===== src/mstp_pkg.sv =====
// constants, types and tables for the microstep translator
`default_nettype none
package mstp_pkg;
    localparam int unsigned CLK_PERIOD_NS = 40;
    localparam int unsigned BLANK_NS = 950;
    localparam int unsigned BLANK_CYC = (BLANK_NS + CLK_PERIOD_NS - 1) / CLK_PERIOD_NS;
    localparam int unsigned OFF_US = 38;
    localparam int unsigned OFF_CYC = (OFF_US * 1000 + CLK_PERIOD_NS - 1) / CLK_PERIOD_NS;
    localparam int unsigned OC_BLANK_NS = 1500;
    localparam int unsigned OC_BLANK_CYC = (OC_BLANK_NS + CLK_PERIOD_NS - 1) / CLK_PERIOD_NS;
    localparam int unsigned LATCHOFF_US = 1600;
    localparam int unsigned LATCHOFF_CYC = (LATCHOFF_US * 1000) / CLK_PERIOD_NS;
    localparam int unsigned TRIP_DIV = 8;
    localparam logic [4:0] HOME_IDX = 5'h04;
    localparam logic [7:0] ADDR_CFG = 8'h00;
    localparam logic [7:0] ADDR_STATUS = 8'h04;
    localparam logic [7:0] ADDR_INT_STATUS = 8'h08;
    localparam logic [7:0] ADDR_INT_MASK = 8'h0c;
    localparam int unsigned CFG_OFF_LSB = 0;
    localparam int unsigned CFG_BLANK_LSB = 16;
    localparam logic [31:0] CFG_RESET = 32'(BLANK_CYC << CFG_BLANK_LSB) | 32'(OFF_CYC);
    localparam int unsigned EV_STEP = 0;
    localparam int unsigned EV_FAULT = 1;
    localparam int unsigned EV_HOME = 2;
    // winding current in per mille of full-scale trip current, 0..90 degrees
    localparam logic [9:0] DAC_TAB [9] = '{10'h3e8, 10'h3d5, 10'h39c, 10'h33f, 10'h2c3,
        10'h22c, 10'h17f, 10'h0c3, 10'h000};
    typedef enum logic [1:0] {DECAY_SLOW, DECAY_MIXED, DECAY_FAST} mstp_decay_e;
    typedef enum logic [1:0] {RES_FULL, RES_HALF, RES_QUARTER, RES_EIGHTH} mstp_res_e;
    typedef enum logic [1:0] {PW_IDLE, PW_ON, PW_OFF} mstp_pwm_e;
    typedef struct packed {
        logic hs_a;
        logic ls_a;
        logic hs_b;
        logic ls_b;
    } mstp_gate_s;
    typedef struct packed {
        logic pol;
        logic [9:0] code;
    } mstp_phase_s;
endpackage
`default_nettype wire


===== src/mstp_translator.sv =====
// step translator, decay selection, off-time pwm and overcurrent latch-off
`default_nettype none
// How it works
// (RULE1) select pins pick full, half, quarter or eighth step
// (RULE2) reset loads home dac codes, polarities and mixed decay
// (RULE3) accepted step moves both phases to next table entry
// (RULE4) lower new code takes decay from the decay-level input
// (RULE5) higher or equal new code uses slow decay
// (RULE6) on-period drives the diagonal pair chosen by polarity
// (RULE7) trip turns off high side in slow, both otherwise
// (RULE8) off-time one-shot keeps drivers off, duration configurable
// (RULE9) comparator ignored for blanking interval after switching on
// (RULE10) dac scales reference; full-scale trip is ref over eight sense
// (RULE11) overcurrent counts only after persisting past its blank time
// (RULE12) controller holds step high and low at least 1 us each
// (RULE13) confirmed fault disables every switch for 1.6 ms
// (RULE14) only step rising edge advances; selects sampled then
// (RULE15) reset pin low holds home, outputs off, steps ignored
// (RULE16) controller waits 1 ms after standby before stepping
// (RULE17) off-time expiry starts a new on-period with blanking
module mstp_translator #(
    parameter int unsigned LATCHOFF_CYCLES = mstp_pkg::LATCHOFF_CYC
) (
    input wire logic sys_clk,
    input wire logic rst,
    input wire logic [7:0] paddr,
    input wire logic psel,
    input wire logic penable,
    input wire logic pwrite,
    input wire logic [31:0] pwdata,
    output logic [31:0] prdata,
    output logic pready,
    output logic pslverr,
    input wire logic step,
    input wire logic resolution_select_lo,
    input wire logic resolution_select_hi,
    input wire logic [1:0] decay_level_input,
    input wire logic translator_reset_n,
    input wire logic [1:0] sense_trip,
    input wire logic overcurrent,
    output mstp_pkg::mstp_gate_s [1:0] gates,
    output mstp_pkg::mstp_phase_s [1:0] phases,
    output logic home_n,
    output logic irq
);
    function automatic logic [9:0] mag(input logic [4:0] i, input logic ph);
        logic [3:0] sel;
        sel = (i[3] ^ ph) ? 4'(4'h8 - {1'b0, i[2:0]}) : {1'b0, i[2:0]};
        return mstp_pkg::DAC_TAB[sel];
    endfunction

    logic step_q_reg, step_q_next;
    logic [4:0] idx_reg, idx_next;
    mstp_pkg::mstp_decay_e [1:0] decay_reg, decay_next;
    mstp_pkg::mstp_phase_s [1:0] phase_next;
    logic home_n_next;
    logic step_rise;
    mstp_pkg::mstp_decay_e level_dec;
    logic [4:0] step_sz;
    logic [5:0] oc_cnt_reg, oc_cnt_next;
    logic [15:0] latch_cnt_reg, latch_cnt_next;
    logic fault_start;
    logic blocked;
    logic [31:0] cfg_reg, cfg_next, int_st_reg, int_st_next, int_mask_reg, int_mask_next;
    logic [31:0] prdata_next;
    logic pready_next, pslverr_next, irq_next;
    logic [2:0] ev;
    // home entry for both phases, so the first on-pair after reset already uses home polarity
    localparam mstp_pkg::mstp_phase_s HOME_PH = '{pol: 1'b1,
        code: mstp_pkg::DAC_TAB[mstp_pkg::HOME_IDX[2:0]]};

    assign step_rise = step & ~step_q_reg;
    assign blocked = ~translator_reset_n | (latch_cnt_reg != 16'h0000);
    // pin is a level band in hardware; a two-bit code stands in for it here
    assign level_dec = (decay_level_input == 2'h0) ? mstp_pkg::DECAY_SLOW :
                       (decay_level_input == 2'h1) ? mstp_pkg::DECAY_MIXED :
                       mstp_pkg::DECAY_FAST;

    // translator
    always_comb begin
        step_q_next = step;
        idx_next = idx_reg;
        decay_next = decay_reg;
        step_sz = 5'h01;
        // (RULE1) resolution decode
        case (mstp_pkg::mstp_res_e'({resolution_select_hi, resolution_select_lo}))
            mstp_pkg::RES_FULL: step_sz = 5'h08;
            mstp_pkg::RES_HALF: step_sz = 5'h04;
            mstp_pkg::RES_QUARTER: step_sz = 5'h02;
            default: step_sz = 5'h01;
        endcase
        if (!translator_reset_n) begin
            // (RULE15) hold home while pin is low
            idx_next = mstp_pkg::HOME_IDX;
            decay_next = '{mstp_pkg::DECAY_MIXED, mstp_pkg::DECAY_MIXED};
        end else if (step_rise) begin
            // (RULE14) rising edge only, selects sampled here
            // (RULE3) advance by step size
            idx_next = 5'(idx_reg + step_sz);
            for (int b = 0; b < 2; b++) begin
                // (RULE4) falling current uses decay-level input
                // (RULE5) rising or equal current uses slow decay
                decay_next[b] = (mag(idx_next, b[0]) < mag(idx_reg, b[0])) ? level_dec :
                    mstp_pkg::DECAY_SLOW;
            end
        end
        // (RULE10) code is per mille of ref/(TRIP_DIV * rsense), for the external dac
        phase_next[0] = '{pol: ~(idx_next[4] ^ idx_next[3]), code: mag(idx_next, 1'b0)};
        phase_next[1] = '{pol: ~idx_next[4], code: mag(idx_next, 1'b1)};
        home_n_next = (idx_next != mstp_pkg::HOME_IDX);
    end

    always_ff @(posedge sys_clk) begin
        if (rst) begin
            // (RULE2) home state and mixed decay
            step_q_reg <= 1'b0;
            idx_reg <= mstp_pkg::HOME_IDX;
            decay_reg <= '{mstp_pkg::DECAY_MIXED, mstp_pkg::DECAY_MIXED};
            phases <= {HOME_PH, HOME_PH};
            home_n <= 1'b0;
        end else begin
            step_q_reg <= step_q_next;
            idx_reg <= idx_next;
            decay_reg <= decay_next;
            phases <= phase_next;
            home_n <= home_n_next;
        end
    end

    // overcurrent filter and latch-off
    always_comb begin
        oc_cnt_next = overcurrent ? 6'(oc_cnt_reg + 6'h01) : 6'h00;
        latch_cnt_next = latch_cnt_reg;
        fault_start = 1'b0;
        if (latch_cnt_reg != 16'h0000) begin
            latch_cnt_next = 16'(latch_cnt_reg - 16'h0001);
            oc_cnt_next = 6'h00;
        end else if (overcurrent && oc_cnt_reg == 6'(mstp_pkg::OC_BLANK_CYC - 1)) begin
            // (RULE11) persisted past overcurrent blank time
            // (RULE13) start latch-off
            fault_start = 1'b1;
            latch_cnt_next = 16'(LATCHOFF_CYCLES);
            oc_cnt_next = 6'h00;
        end
    end

    always_ff @(posedge sys_clk) begin
        if (rst) begin
            oc_cnt_reg <= 6'h00;
            latch_cnt_reg <= 16'h0000;
        end else begin
            oc_cnt_reg <= oc_cnt_next;
            latch_cnt_reg <= latch_cnt_next;
        end
    end

    // per-bridge fixed off-time regulator
    mstp_pkg::mstp_pwm_e [1:0] pw_reg;
    logic [1:0][15:0] pw_cnt_reg;
    for (genvar g = 0; g < 2; g++) begin : g_bridge
        mstp_pkg::mstp_pwm_e pw_next;
        logic [15:0] cnt_next;
        mstp_pkg::mstp_gate_s on_gate, low_gate, gate_next;
        always_comb begin
            // (RULE6) diagonal pair from polarity
            on_gate = phases[g].pol ? 4'b1001 : 4'b0110;
            low_gate = phases[g].pol ? 4'b0001 : 4'b0100;
            pw_next = pw_reg[g];
            cnt_next = pw_cnt_reg[g];
            gate_next = gates[g];
            case (pw_reg[g])
                mstp_pkg::PW_IDLE: begin
                    pw_next = mstp_pkg::PW_ON;
                    cnt_next = 16'(cfg_reg[mstp_pkg::CFG_BLANK_LSB +: 8]);
                    gate_next = on_gate;
                end
                mstp_pkg::PW_ON: begin
                    gate_next = on_gate;
                    if (cnt_next != 16'h0000) begin
                        // (RULE9) comparator blanked
                        cnt_next = 16'(cnt_next - 16'h0001);
                    end else if (sense_trip[g]) begin
                        // (RULE7) latch reset, decay-dependent turn-off
                        // (RULE8) load off-time one-shot
                        pw_next = mstp_pkg::PW_OFF;
                        cnt_next = cfg_reg[mstp_pkg::CFG_OFF_LSB +: 16];
                        gate_next = (decay_reg[g] == mstp_pkg::DECAY_SLOW) ? low_gate : 4'b0000;
                    end
                end
                default: begin
                    // mixed turns slow for the second half of the off-time
                    gate_next = (decay_reg[g] == mstp_pkg::DECAY_SLOW ||
                        (decay_reg[g] == mstp_pkg::DECAY_MIXED &&
                        cnt_next <= {1'b0, cfg_reg[15:1]})) ? low_gate : 4'b0000;
                    if (cnt_next <= 16'h0001) begin
                        // (RULE17) new on-period with fresh blanking
                        pw_next = mstp_pkg::PW_ON;
                        cnt_next = 16'(cfg_reg[mstp_pkg::CFG_BLANK_LSB +: 8]);
                        gate_next = on_gate;
                    end else begin
                        cnt_next = 16'(cnt_next - 16'h0001);
                    end
                end
            endcase
            if (blocked) begin
                // (RULE13) all switches off during latch-off or reset pin
                pw_next = mstp_pkg::PW_IDLE;
                gate_next = 4'b0000;
            end
        end
        always_ff @(posedge sys_clk) begin
            if (rst) begin
                pw_reg[g] <= mstp_pkg::PW_IDLE;
                pw_cnt_reg[g] <= 16'h0000;
                gates[g] <= 4'b0000;
            end else begin
                pw_reg[g] <= pw_next;
                pw_cnt_reg[g] <= cnt_next;
                gates[g] <= gate_next;
            end
        end
        a_diag_on: assert property (@(posedge sys_clk) disable iff (rst) // RULE6
            pw_reg[g] == mstp_pkg::PW_ON && $past(pw_reg[g]) == mstp_pkg::PW_ON
            |-> gates[g] == (phases[g].pol ? 4'b1001 : 4'b0110) || $changed(phases[g].pol))
            else $error("on-period does not drive the diagonal pair");
        a_trip_off: assert property (@(posedge sys_clk) disable iff (rst) // RULE7
            pw_reg[g] == mstp_pkg::PW_ON && pw_cnt_reg[g] == 16'h0000 && sense_trip[g] &&
            !blocked |=> pw_reg[g] == mstp_pkg::PW_OFF && !gates[g].hs_a && !gates[g].hs_b)
            else $error("trip did not switch high sides off");
        a_blank_hold: assert property (@(posedge sys_clk) disable iff (rst) // RULE9
            pw_reg[g] == mstp_pkg::PW_ON && pw_cnt_reg[g] != 16'h0000 && !blocked
            |=> pw_reg[g] == mstp_pkg::PW_ON)
            else $error("comparator acted during blanking");
        c_trip: cover property (@(posedge sys_clk) disable iff (rst)
            pw_reg[g] == mstp_pkg::PW_OFF ##1 pw_reg[g] == mstp_pkg::PW_ON);
    end

    // apb slave, one wait-free access phase, irq status
    always_comb begin
        cfg_next = cfg_reg;
        int_mask_next = int_mask_reg;
        ev = '0;
        ev[mstp_pkg::EV_STEP] = step_rise & translator_reset_n;
        ev[mstp_pkg::EV_FAULT] = fault_start;
        ev[mstp_pkg::EV_HOME] = ~home_n_next & home_n;
        int_st_next = int_st_reg;
        pready_next = psel & ~penable;
        pslverr_next = 1'b0;
        prdata_next = prdata;
        if (psel && !penable) begin
            prdata_next = 32'h0000_0000;
            if (paddr == mstp_pkg::ADDR_CFG) begin
                prdata_next = cfg_reg;
            end else if (paddr == mstp_pkg::ADDR_STATUS) begin
                prdata_next = {21'h0, ~home_n, latch_cnt_reg != 16'h0000, decay_reg, idx_reg};
            end else if (paddr == mstp_pkg::ADDR_INT_STATUS) begin
                prdata_next = int_st_reg;
            end else if (paddr == mstp_pkg::ADDR_INT_MASK) begin
                prdata_next = int_mask_reg;
            end else begin
                pslverr_next = 1'b1;
            end
        end
        if (psel && penable && pready && pwrite) begin
            if (paddr == mstp_pkg::ADDR_CFG) begin
                cfg_next = {8'h00, pwdata[23:0]};
            end else if (paddr == mstp_pkg::ADDR_INT_STATUS) begin
                int_st_next = int_st_reg & ~pwdata;
            end else if (paddr == mstp_pkg::ADDR_INT_MASK) begin
                int_mask_next = {29'h0, pwdata[2:0]};
            end
        end
        // set wins over a same-cycle clear
        int_st_next = int_st_next | {29'h0, ev};
        irq_next = |(int_st_next & int_mask_next);
    end

    always_ff @(posedge sys_clk) begin
        if (rst) begin
            cfg_reg <= mstp_pkg::CFG_RESET;
            int_st_reg <= '0;
            int_mask_reg <= '0;
            prdata <= '0;
            pready <= 1'b0;
            pslverr <= 1'b0;
            irq <= 1'b0;
        end else begin
            cfg_reg <= cfg_next;
            int_st_reg <= int_st_next;
            int_mask_reg <= int_mask_next;
            prdata <= prdata_next;
            pready <= pready_next;
            pslverr <= pslverr_next;
            irq <= irq_next;
        end
    end

    localparam int OC_M1 = mstp_pkg::OC_BLANK_CYC - 1;
    a_home_reset: assert property (@(posedge sys_clk) // RULE2
        rst |=> idx_reg == mstp_pkg::HOME_IDX && decay_reg[0] == mstp_pkg::DECAY_MIXED &&
        decay_reg[1] == mstp_pkg::DECAY_MIXED) else $error("reset missed home state");
    a_full_step: assert property (@(posedge sys_clk) disable iff (rst) // RULE1
        step_rise && translator_reset_n && !resolution_select_hi && !resolution_select_lo
        |=> idx_reg == 5'($past(idx_reg) + 5'h08)) else $error("full step size wrong");
    a_eighth_step: assert property (@(posedge sys_clk) disable iff (rst) // RULE3
        step_rise && translator_reset_n && resolution_select_hi && resolution_select_lo
        |=> idx_reg == 5'($past(idx_reg) + 5'h01)) else $error("eighth step size wrong");
    a_no_advance: assert property (@(posedge sys_clk) disable iff (rst) // RULE14
        !step_rise && translator_reset_n |=> $stable(idx_reg))
        else $error("translator moved without a rising step");
    a_decay_lower: assert property (@(posedge sys_clk) disable iff (rst) // RULE4
        step_rise && translator_reset_n && mag(5'(idx_reg + step_sz), 1'b0) < mag(idx_reg, 1'b0)
        |=> decay_reg[0] == $past(level_dec)) else $error("falling current decay wrong");
    a_decay_slow: assert property (@(posedge sys_clk) disable iff (rst) // RULE5
        step_rise && translator_reset_n && mag(5'(idx_reg + step_sz), 1'b1) >= mag(idx_reg, 1'b1)
        |=> decay_reg[1] == mstp_pkg::DECAY_SLOW) else $error("rising current not slow");
    a_oc_confirm: assert property (@(posedge sys_clk) disable iff (rst) // RULE11
        $rose(latch_cnt_reg != 16'h0000) |-> $past(oc_cnt_reg) == 6'(OC_M1))
        else $error("fault confirmed before blank time");
    a_latch_off: assert property (@(posedge sys_clk) disable iff (rst) // RULE13
        $past(latch_cnt_reg != 16'h0000) |-> gates == '0) else $error("switch on in latch-off");
    a_pin_reset: assert property (@(posedge sys_clk) disable iff (rst) // RULE15
        !translator_reset_n |=> idx_reg == mstp_pkg::HOME_IDX && gates == '0)
        else $error("reset pin did not hold home");
    c_full: cover property (@(posedge sys_clk) disable iff (rst)
        step_rise && !resolution_select_hi && !resolution_select_lo);
    c_fault: cover property (@(posedge sys_clk) disable iff (rst) fault_start);
    c_irq: cover property (@(posedge sys_clk) disable iff (rst) $rose(irq));
endmodule
`default_nettype wire

===== config.mk =====
export PLATFORM = sky130hd
export DESIGN_NAME = mstp_translator
export DESIGN_NICKNAME = d
export VERILOG_FILES = /design/src/mstp_pkg.sv /design/src/mstp_translator.sv
export SDC_FILE = /design/constraint.sdc
export NUM_CORES = 1
export LEC_CHECK = 0
export BUFFER_PORTS_ARGS = -buffer_cell sky130_fd_sc_hd__buf_2
export CAP_MARGIN = 10
export CORE_ASPECT_RATIO = 0.5
export CORE_MARGIN = 8
export CORE_UTILIZATION = 46
export CTS_BUF_LIST = sky130_fd_sc_hd__clkbuf_4 sky130_fd_sc_hd__clkbuf_8
export DETAILED_ROUTE_END_ITERATION = 8
export GPL_TIMING_DRIVEN = 1
export HOLD_SLACK_MARGIN = 0.05
export SYNTH_ARGS = -nofsm -noshare
export SYNTH_HDL_FRONTEND = slang
export SYNTH_SLANG_ARGS = --single-unit

===== constraint.sdc =====
create_clock -name sys_clk -period 6.15 [get_ports sys_clk]
set_input_delay 0.3075 -clock sys_clk [delete_from_list [all_inputs] [get_ports sys_clk]]
set_output_delay 0.3075 -clock sys_clk [all_outputs]
set_load 0.01 [all_outputs]

==> impl_summary.log <==
[metrics] top fanout value on the critical path: 11
[metrics] filler cell count: 2354
[metrics] total of endpoints with negative setup slack in the final report: 0
[metrics] data required time of the critical path: 6.61 ns
[metrics] maxcap violations: 0
[metrics] final global-route overflow total: 0
[metrics] share of synthesized area occupied by flip-flops and latches: 0.380
[metrics] combined global-route utilization of all metal layers: 0.230
[metrics] port bufs: 119
[metrics] Area growth syn-to-layout: 15.4%
[metrics] synthesized netlist cell count: about 1400
[metrics] worst-case clock buffer depth: 3
[metrics] total of flip-flops plus latches after synthesis: approximately 220
[metrics] area share of the leading cell type in the synthesized netlist: 0.380
[metrics] worst setup path class: flop to flop
[metrics] kind of end point of the critical path: flop
[metrics] most numerous cell types in the synthesized netlist: 222 x dfxtp_1, 158 x nor2_1, 151 x nand2_1
[metrics] largest cells by area after synthesis: dfxtp_1 38%, ha_1 8.4%, nor2_1 5.1%
[metrics] count of pins on the block boundary: between 100 and 150
[metrics] P_leak: 5.71 nW
[metrics] DIE WIDTH: between 200 and 250 µm
[metrics] FP Rows: approximately 40
[metrics] final wirelength: ~37 mm
[metrics] Post-Syn Area per Cell: about 8.4 µm²
[metrics] residual antenna-violating net count after detailed routing: 0
[metrics] DRC violation total after the first TritonRoute iteration: between 900 and 1000
[metrics] clk sinks: 222
[metrics] overall via count from detail_route: approximately 11000
[metrics] async set or reset register ratio after synthesis: 0
[metrics] critical path data arrival time: around 5.7 ns
[metrics] Post-CTS Resized: 0
[metrics] end-of-flow core utilization: 0.539
[metrics] post-detailed-placement half-perimeter wirelength: 26.9 mm
[metrics] Max Clock Skew: between 0.03 and 0.04 ns
[metrics] launching element type of the critical path: flop
[metrics] total count of hold-check failures in the final report: 0
[metrics] top cell type by total area after synthesis: dfxtp_1
[metrics] Distinct cells, synth: 77
[metrics] root buffer cell: clkbuf_8
[metrics] Netlist Area Pre-Place: 0.0117 mm²
[metrics] highest clock rate: ~0.19 GHz
[metrics] time the final worst path needs with I/O delays and setup: 5.19 ns
[metrics] register cell area after layout: 0.00444 mm²
[metrics] core area: ~0.025 mm²
[metrics] largest net degree at the start of global routing: 76
[metrics] post-route non-filler standard cell count: approximately 1900
[metrics] Worst Max-Slew Pin Slew: about 1.0 ns
[metrics] worst vdd ir: around 0.2 mV
[metrics] outcome: completed
[metrics] worst hold margin: between 0.09 and 0.1 ns
[metrics] area of combinational cells with multiple inputs: approximately 0.0068 mm²
[metrics] Worst Hold Class: primary input to flop
[metrics] latest clock arrival within the worst-skew pair: roughly 0.55 ns
[metrics] Slew Viols, Final: 0
[metrics] Die Ht: between 100 and 150 µm
[metrics] wire length of the first global-routing pass: approximately 60 mm
[metrics] DRC violation count after routing: 0
[metrics] post-CTS clock slew at the launch and capture registers of the worst setup and hold paths: approximately 0.06 ns
[metrics] fin worst setup slack: 0.963 ns
[metrics] number of H-tree branching levels: 2
[metrics] area enclosed by the die boundary: between 0.03 and 0.04 mm²
[metrics] count of placed standard cells including taps: around 1800
[metrics] total number of yosys warnings: 0
[metrics] fraction of final layout cells with drive strength greater than 1: 0.144
[metrics] relative slew slack: 0.324
[metrics] EDFF count, synth: 0
[metrics] most frequent cell after synthesis: dfxtp_1
[metrics] vias per cell: about 5.8
[metrics] placer's final routability congestion estimate: roughly 0.87
[metrics] antenna violations before repair: 0
[metrics] Final #Nets: 1644
[metrics] post-placement worst setup slack: 0.997 ns
[metrics] setup TNS after final layout: 0 ns
[metrics] Period Utilization, post-route: 0.843
[metrics] Post-Synthesis Net Count: around 1500
[metrics] RSZ-0062 raised after global routing: false
[metrics] total power density per cell area: 273 mW/mm²
[metrics] length of the first detailed-routing pass in iterations: 5
[metrics] starting density of the core: 0.467
[metrics] vias in the first global route: between 10000 and 15000
[metrics] CTS tree: built
[metrics] clock buffer count from CTS: 35
[metrics] antenna fix cells: 0
[metrics] most common flop cell mapped by yosys: dfxtp_1
[metrics] post-detailed-route wirelength per cell: around 20 µm
[power by group]
group / switching, W / leakage, nW / internal [W]
sequential: 0.0000609 / 1.80 / 0.00150
clock: 0.000602 / 0.389 / 0.000734
combinational: 0.000483 / 3.52 / 0.000312
[layout by cell type, fill, tap and decap left out, types with 11 or more instances in the layout]
cell type | Yosys | routed
dfxtp_1 | 222 | 222
nor2_1 | 158 | 157
nand2_1 | 151 | 151
buf_2 | 12 | 118
ha_1 | 79 | 79
a21oi_1 | 76 | 76
nand3_1 | 63 | 63
clkbuf_8 | 0 | 48
o21ai_0 | 47 | 47
inv_1 | 46 | 45
and2_1 | 44 | 44
nor3_1 | 39 | 39
and3_1 | 34 | 34
a22oi_1 | 32 | 32
dlygate4sd3_1 | 0 | 25
a221oi_1 | 24 | 24
nand2b_1 | 20 | 20
nor4_1 | 21 | 19
nand4_1 | 19 | 19
xnor2_1 | 18 | 18
xor2_1 | 18 | 18
a211oi_1 | 16 | 16
nor2b_1 | 16 | 16
o211ai_1 | 15 | 15
a21o_1 | 13 | 13
mux4_2 | 11 | 11
[cell families after synthesis]
kind of cell	share of synthesized area
AOI/OAI and AO/OA	0.180
xor gates and xnor gates	0.0269
adders and majority gates	0.0861
buffers and inverters	0.0397
DFF	0.380
muxes	0.0316
and+or+nand+nor	0.256
[worst paths after layout]
| kind | from | to | slack (ns) | depth (start not counted) |
|---|---|---|---|---|
| worst max-delay path | idx_reg[0] | decay_reg[0] | 0.96 | 17 |
| worst min register to register | latch_cnt_reg[9] | latch_cnt_reg[9] | 0.48 | 2 |
| worst max register to register | idx_reg[0] | decay_reg[0] | 0.96 | 17 |
| worst min-delay path | pwdata[31] | int_st_reg[31] | 0.09 | 3 |
[worst max-delay path, stage by stage, from the launching register on]
cell and delay [ns]:
dfxtp_1 0.58, ha_1 0.28, fa_1 0.55, inv_1 0.15
ha_1 0.30, nor3b_1 0.08, mux2_2 0.29, nor4_1 0.75
nand2_1 0.21, nor2_1 0.14, a21oi_1 0.07, o221a_2 0.28
ha_1 0.30, o21ai_0 0.18, o21bai_1 0.10, a2111oi_0 0.53
o21ai_0 0.17, o21ai_0 0.15
[repair_timing]
action	4_1_cts	5_1_grt
hold endpoints to repair	27	0
buffers inserted	0	0
hold buffers	25	0
[metal layers]
layer | part of all wire | GRT usage | vias up | wire (µm)
li1 | - | - | 5298 | -
met3 | 0.059 | 0.0459 | 78 | 2190
met1 | 0.44 | 0.294 | 5239 | 16400
met5 | 0 | 0 | - | 0
met4 | 0.028 | 0.0763 | 0 | 1050
met2 | 0.47 | 0.389 | 327 | 17300
[metrics by stage]
stage               power (W)  instance area (µm²)
CTS                   0.00371                13500
floorplan             0.00215                11700
finish                0.00370                13500
detailed placement    0.00236                12500
global route          0.00389                13500
global placement      0.00234                12500
[area by class of cell]
cell class / instances / share of cell area
multi-input cells: 1052 / 0.504
repair buffers: 153 / 0.0678
inverters: 46 / 0.0128
clock inverters: 4 / 0.00167
well taps: 344 / 0.0318
flip-flops and latches: 222 / 0.329
clock buffers: 55 / 0.0528
Power figures use the tool's default switching activity.
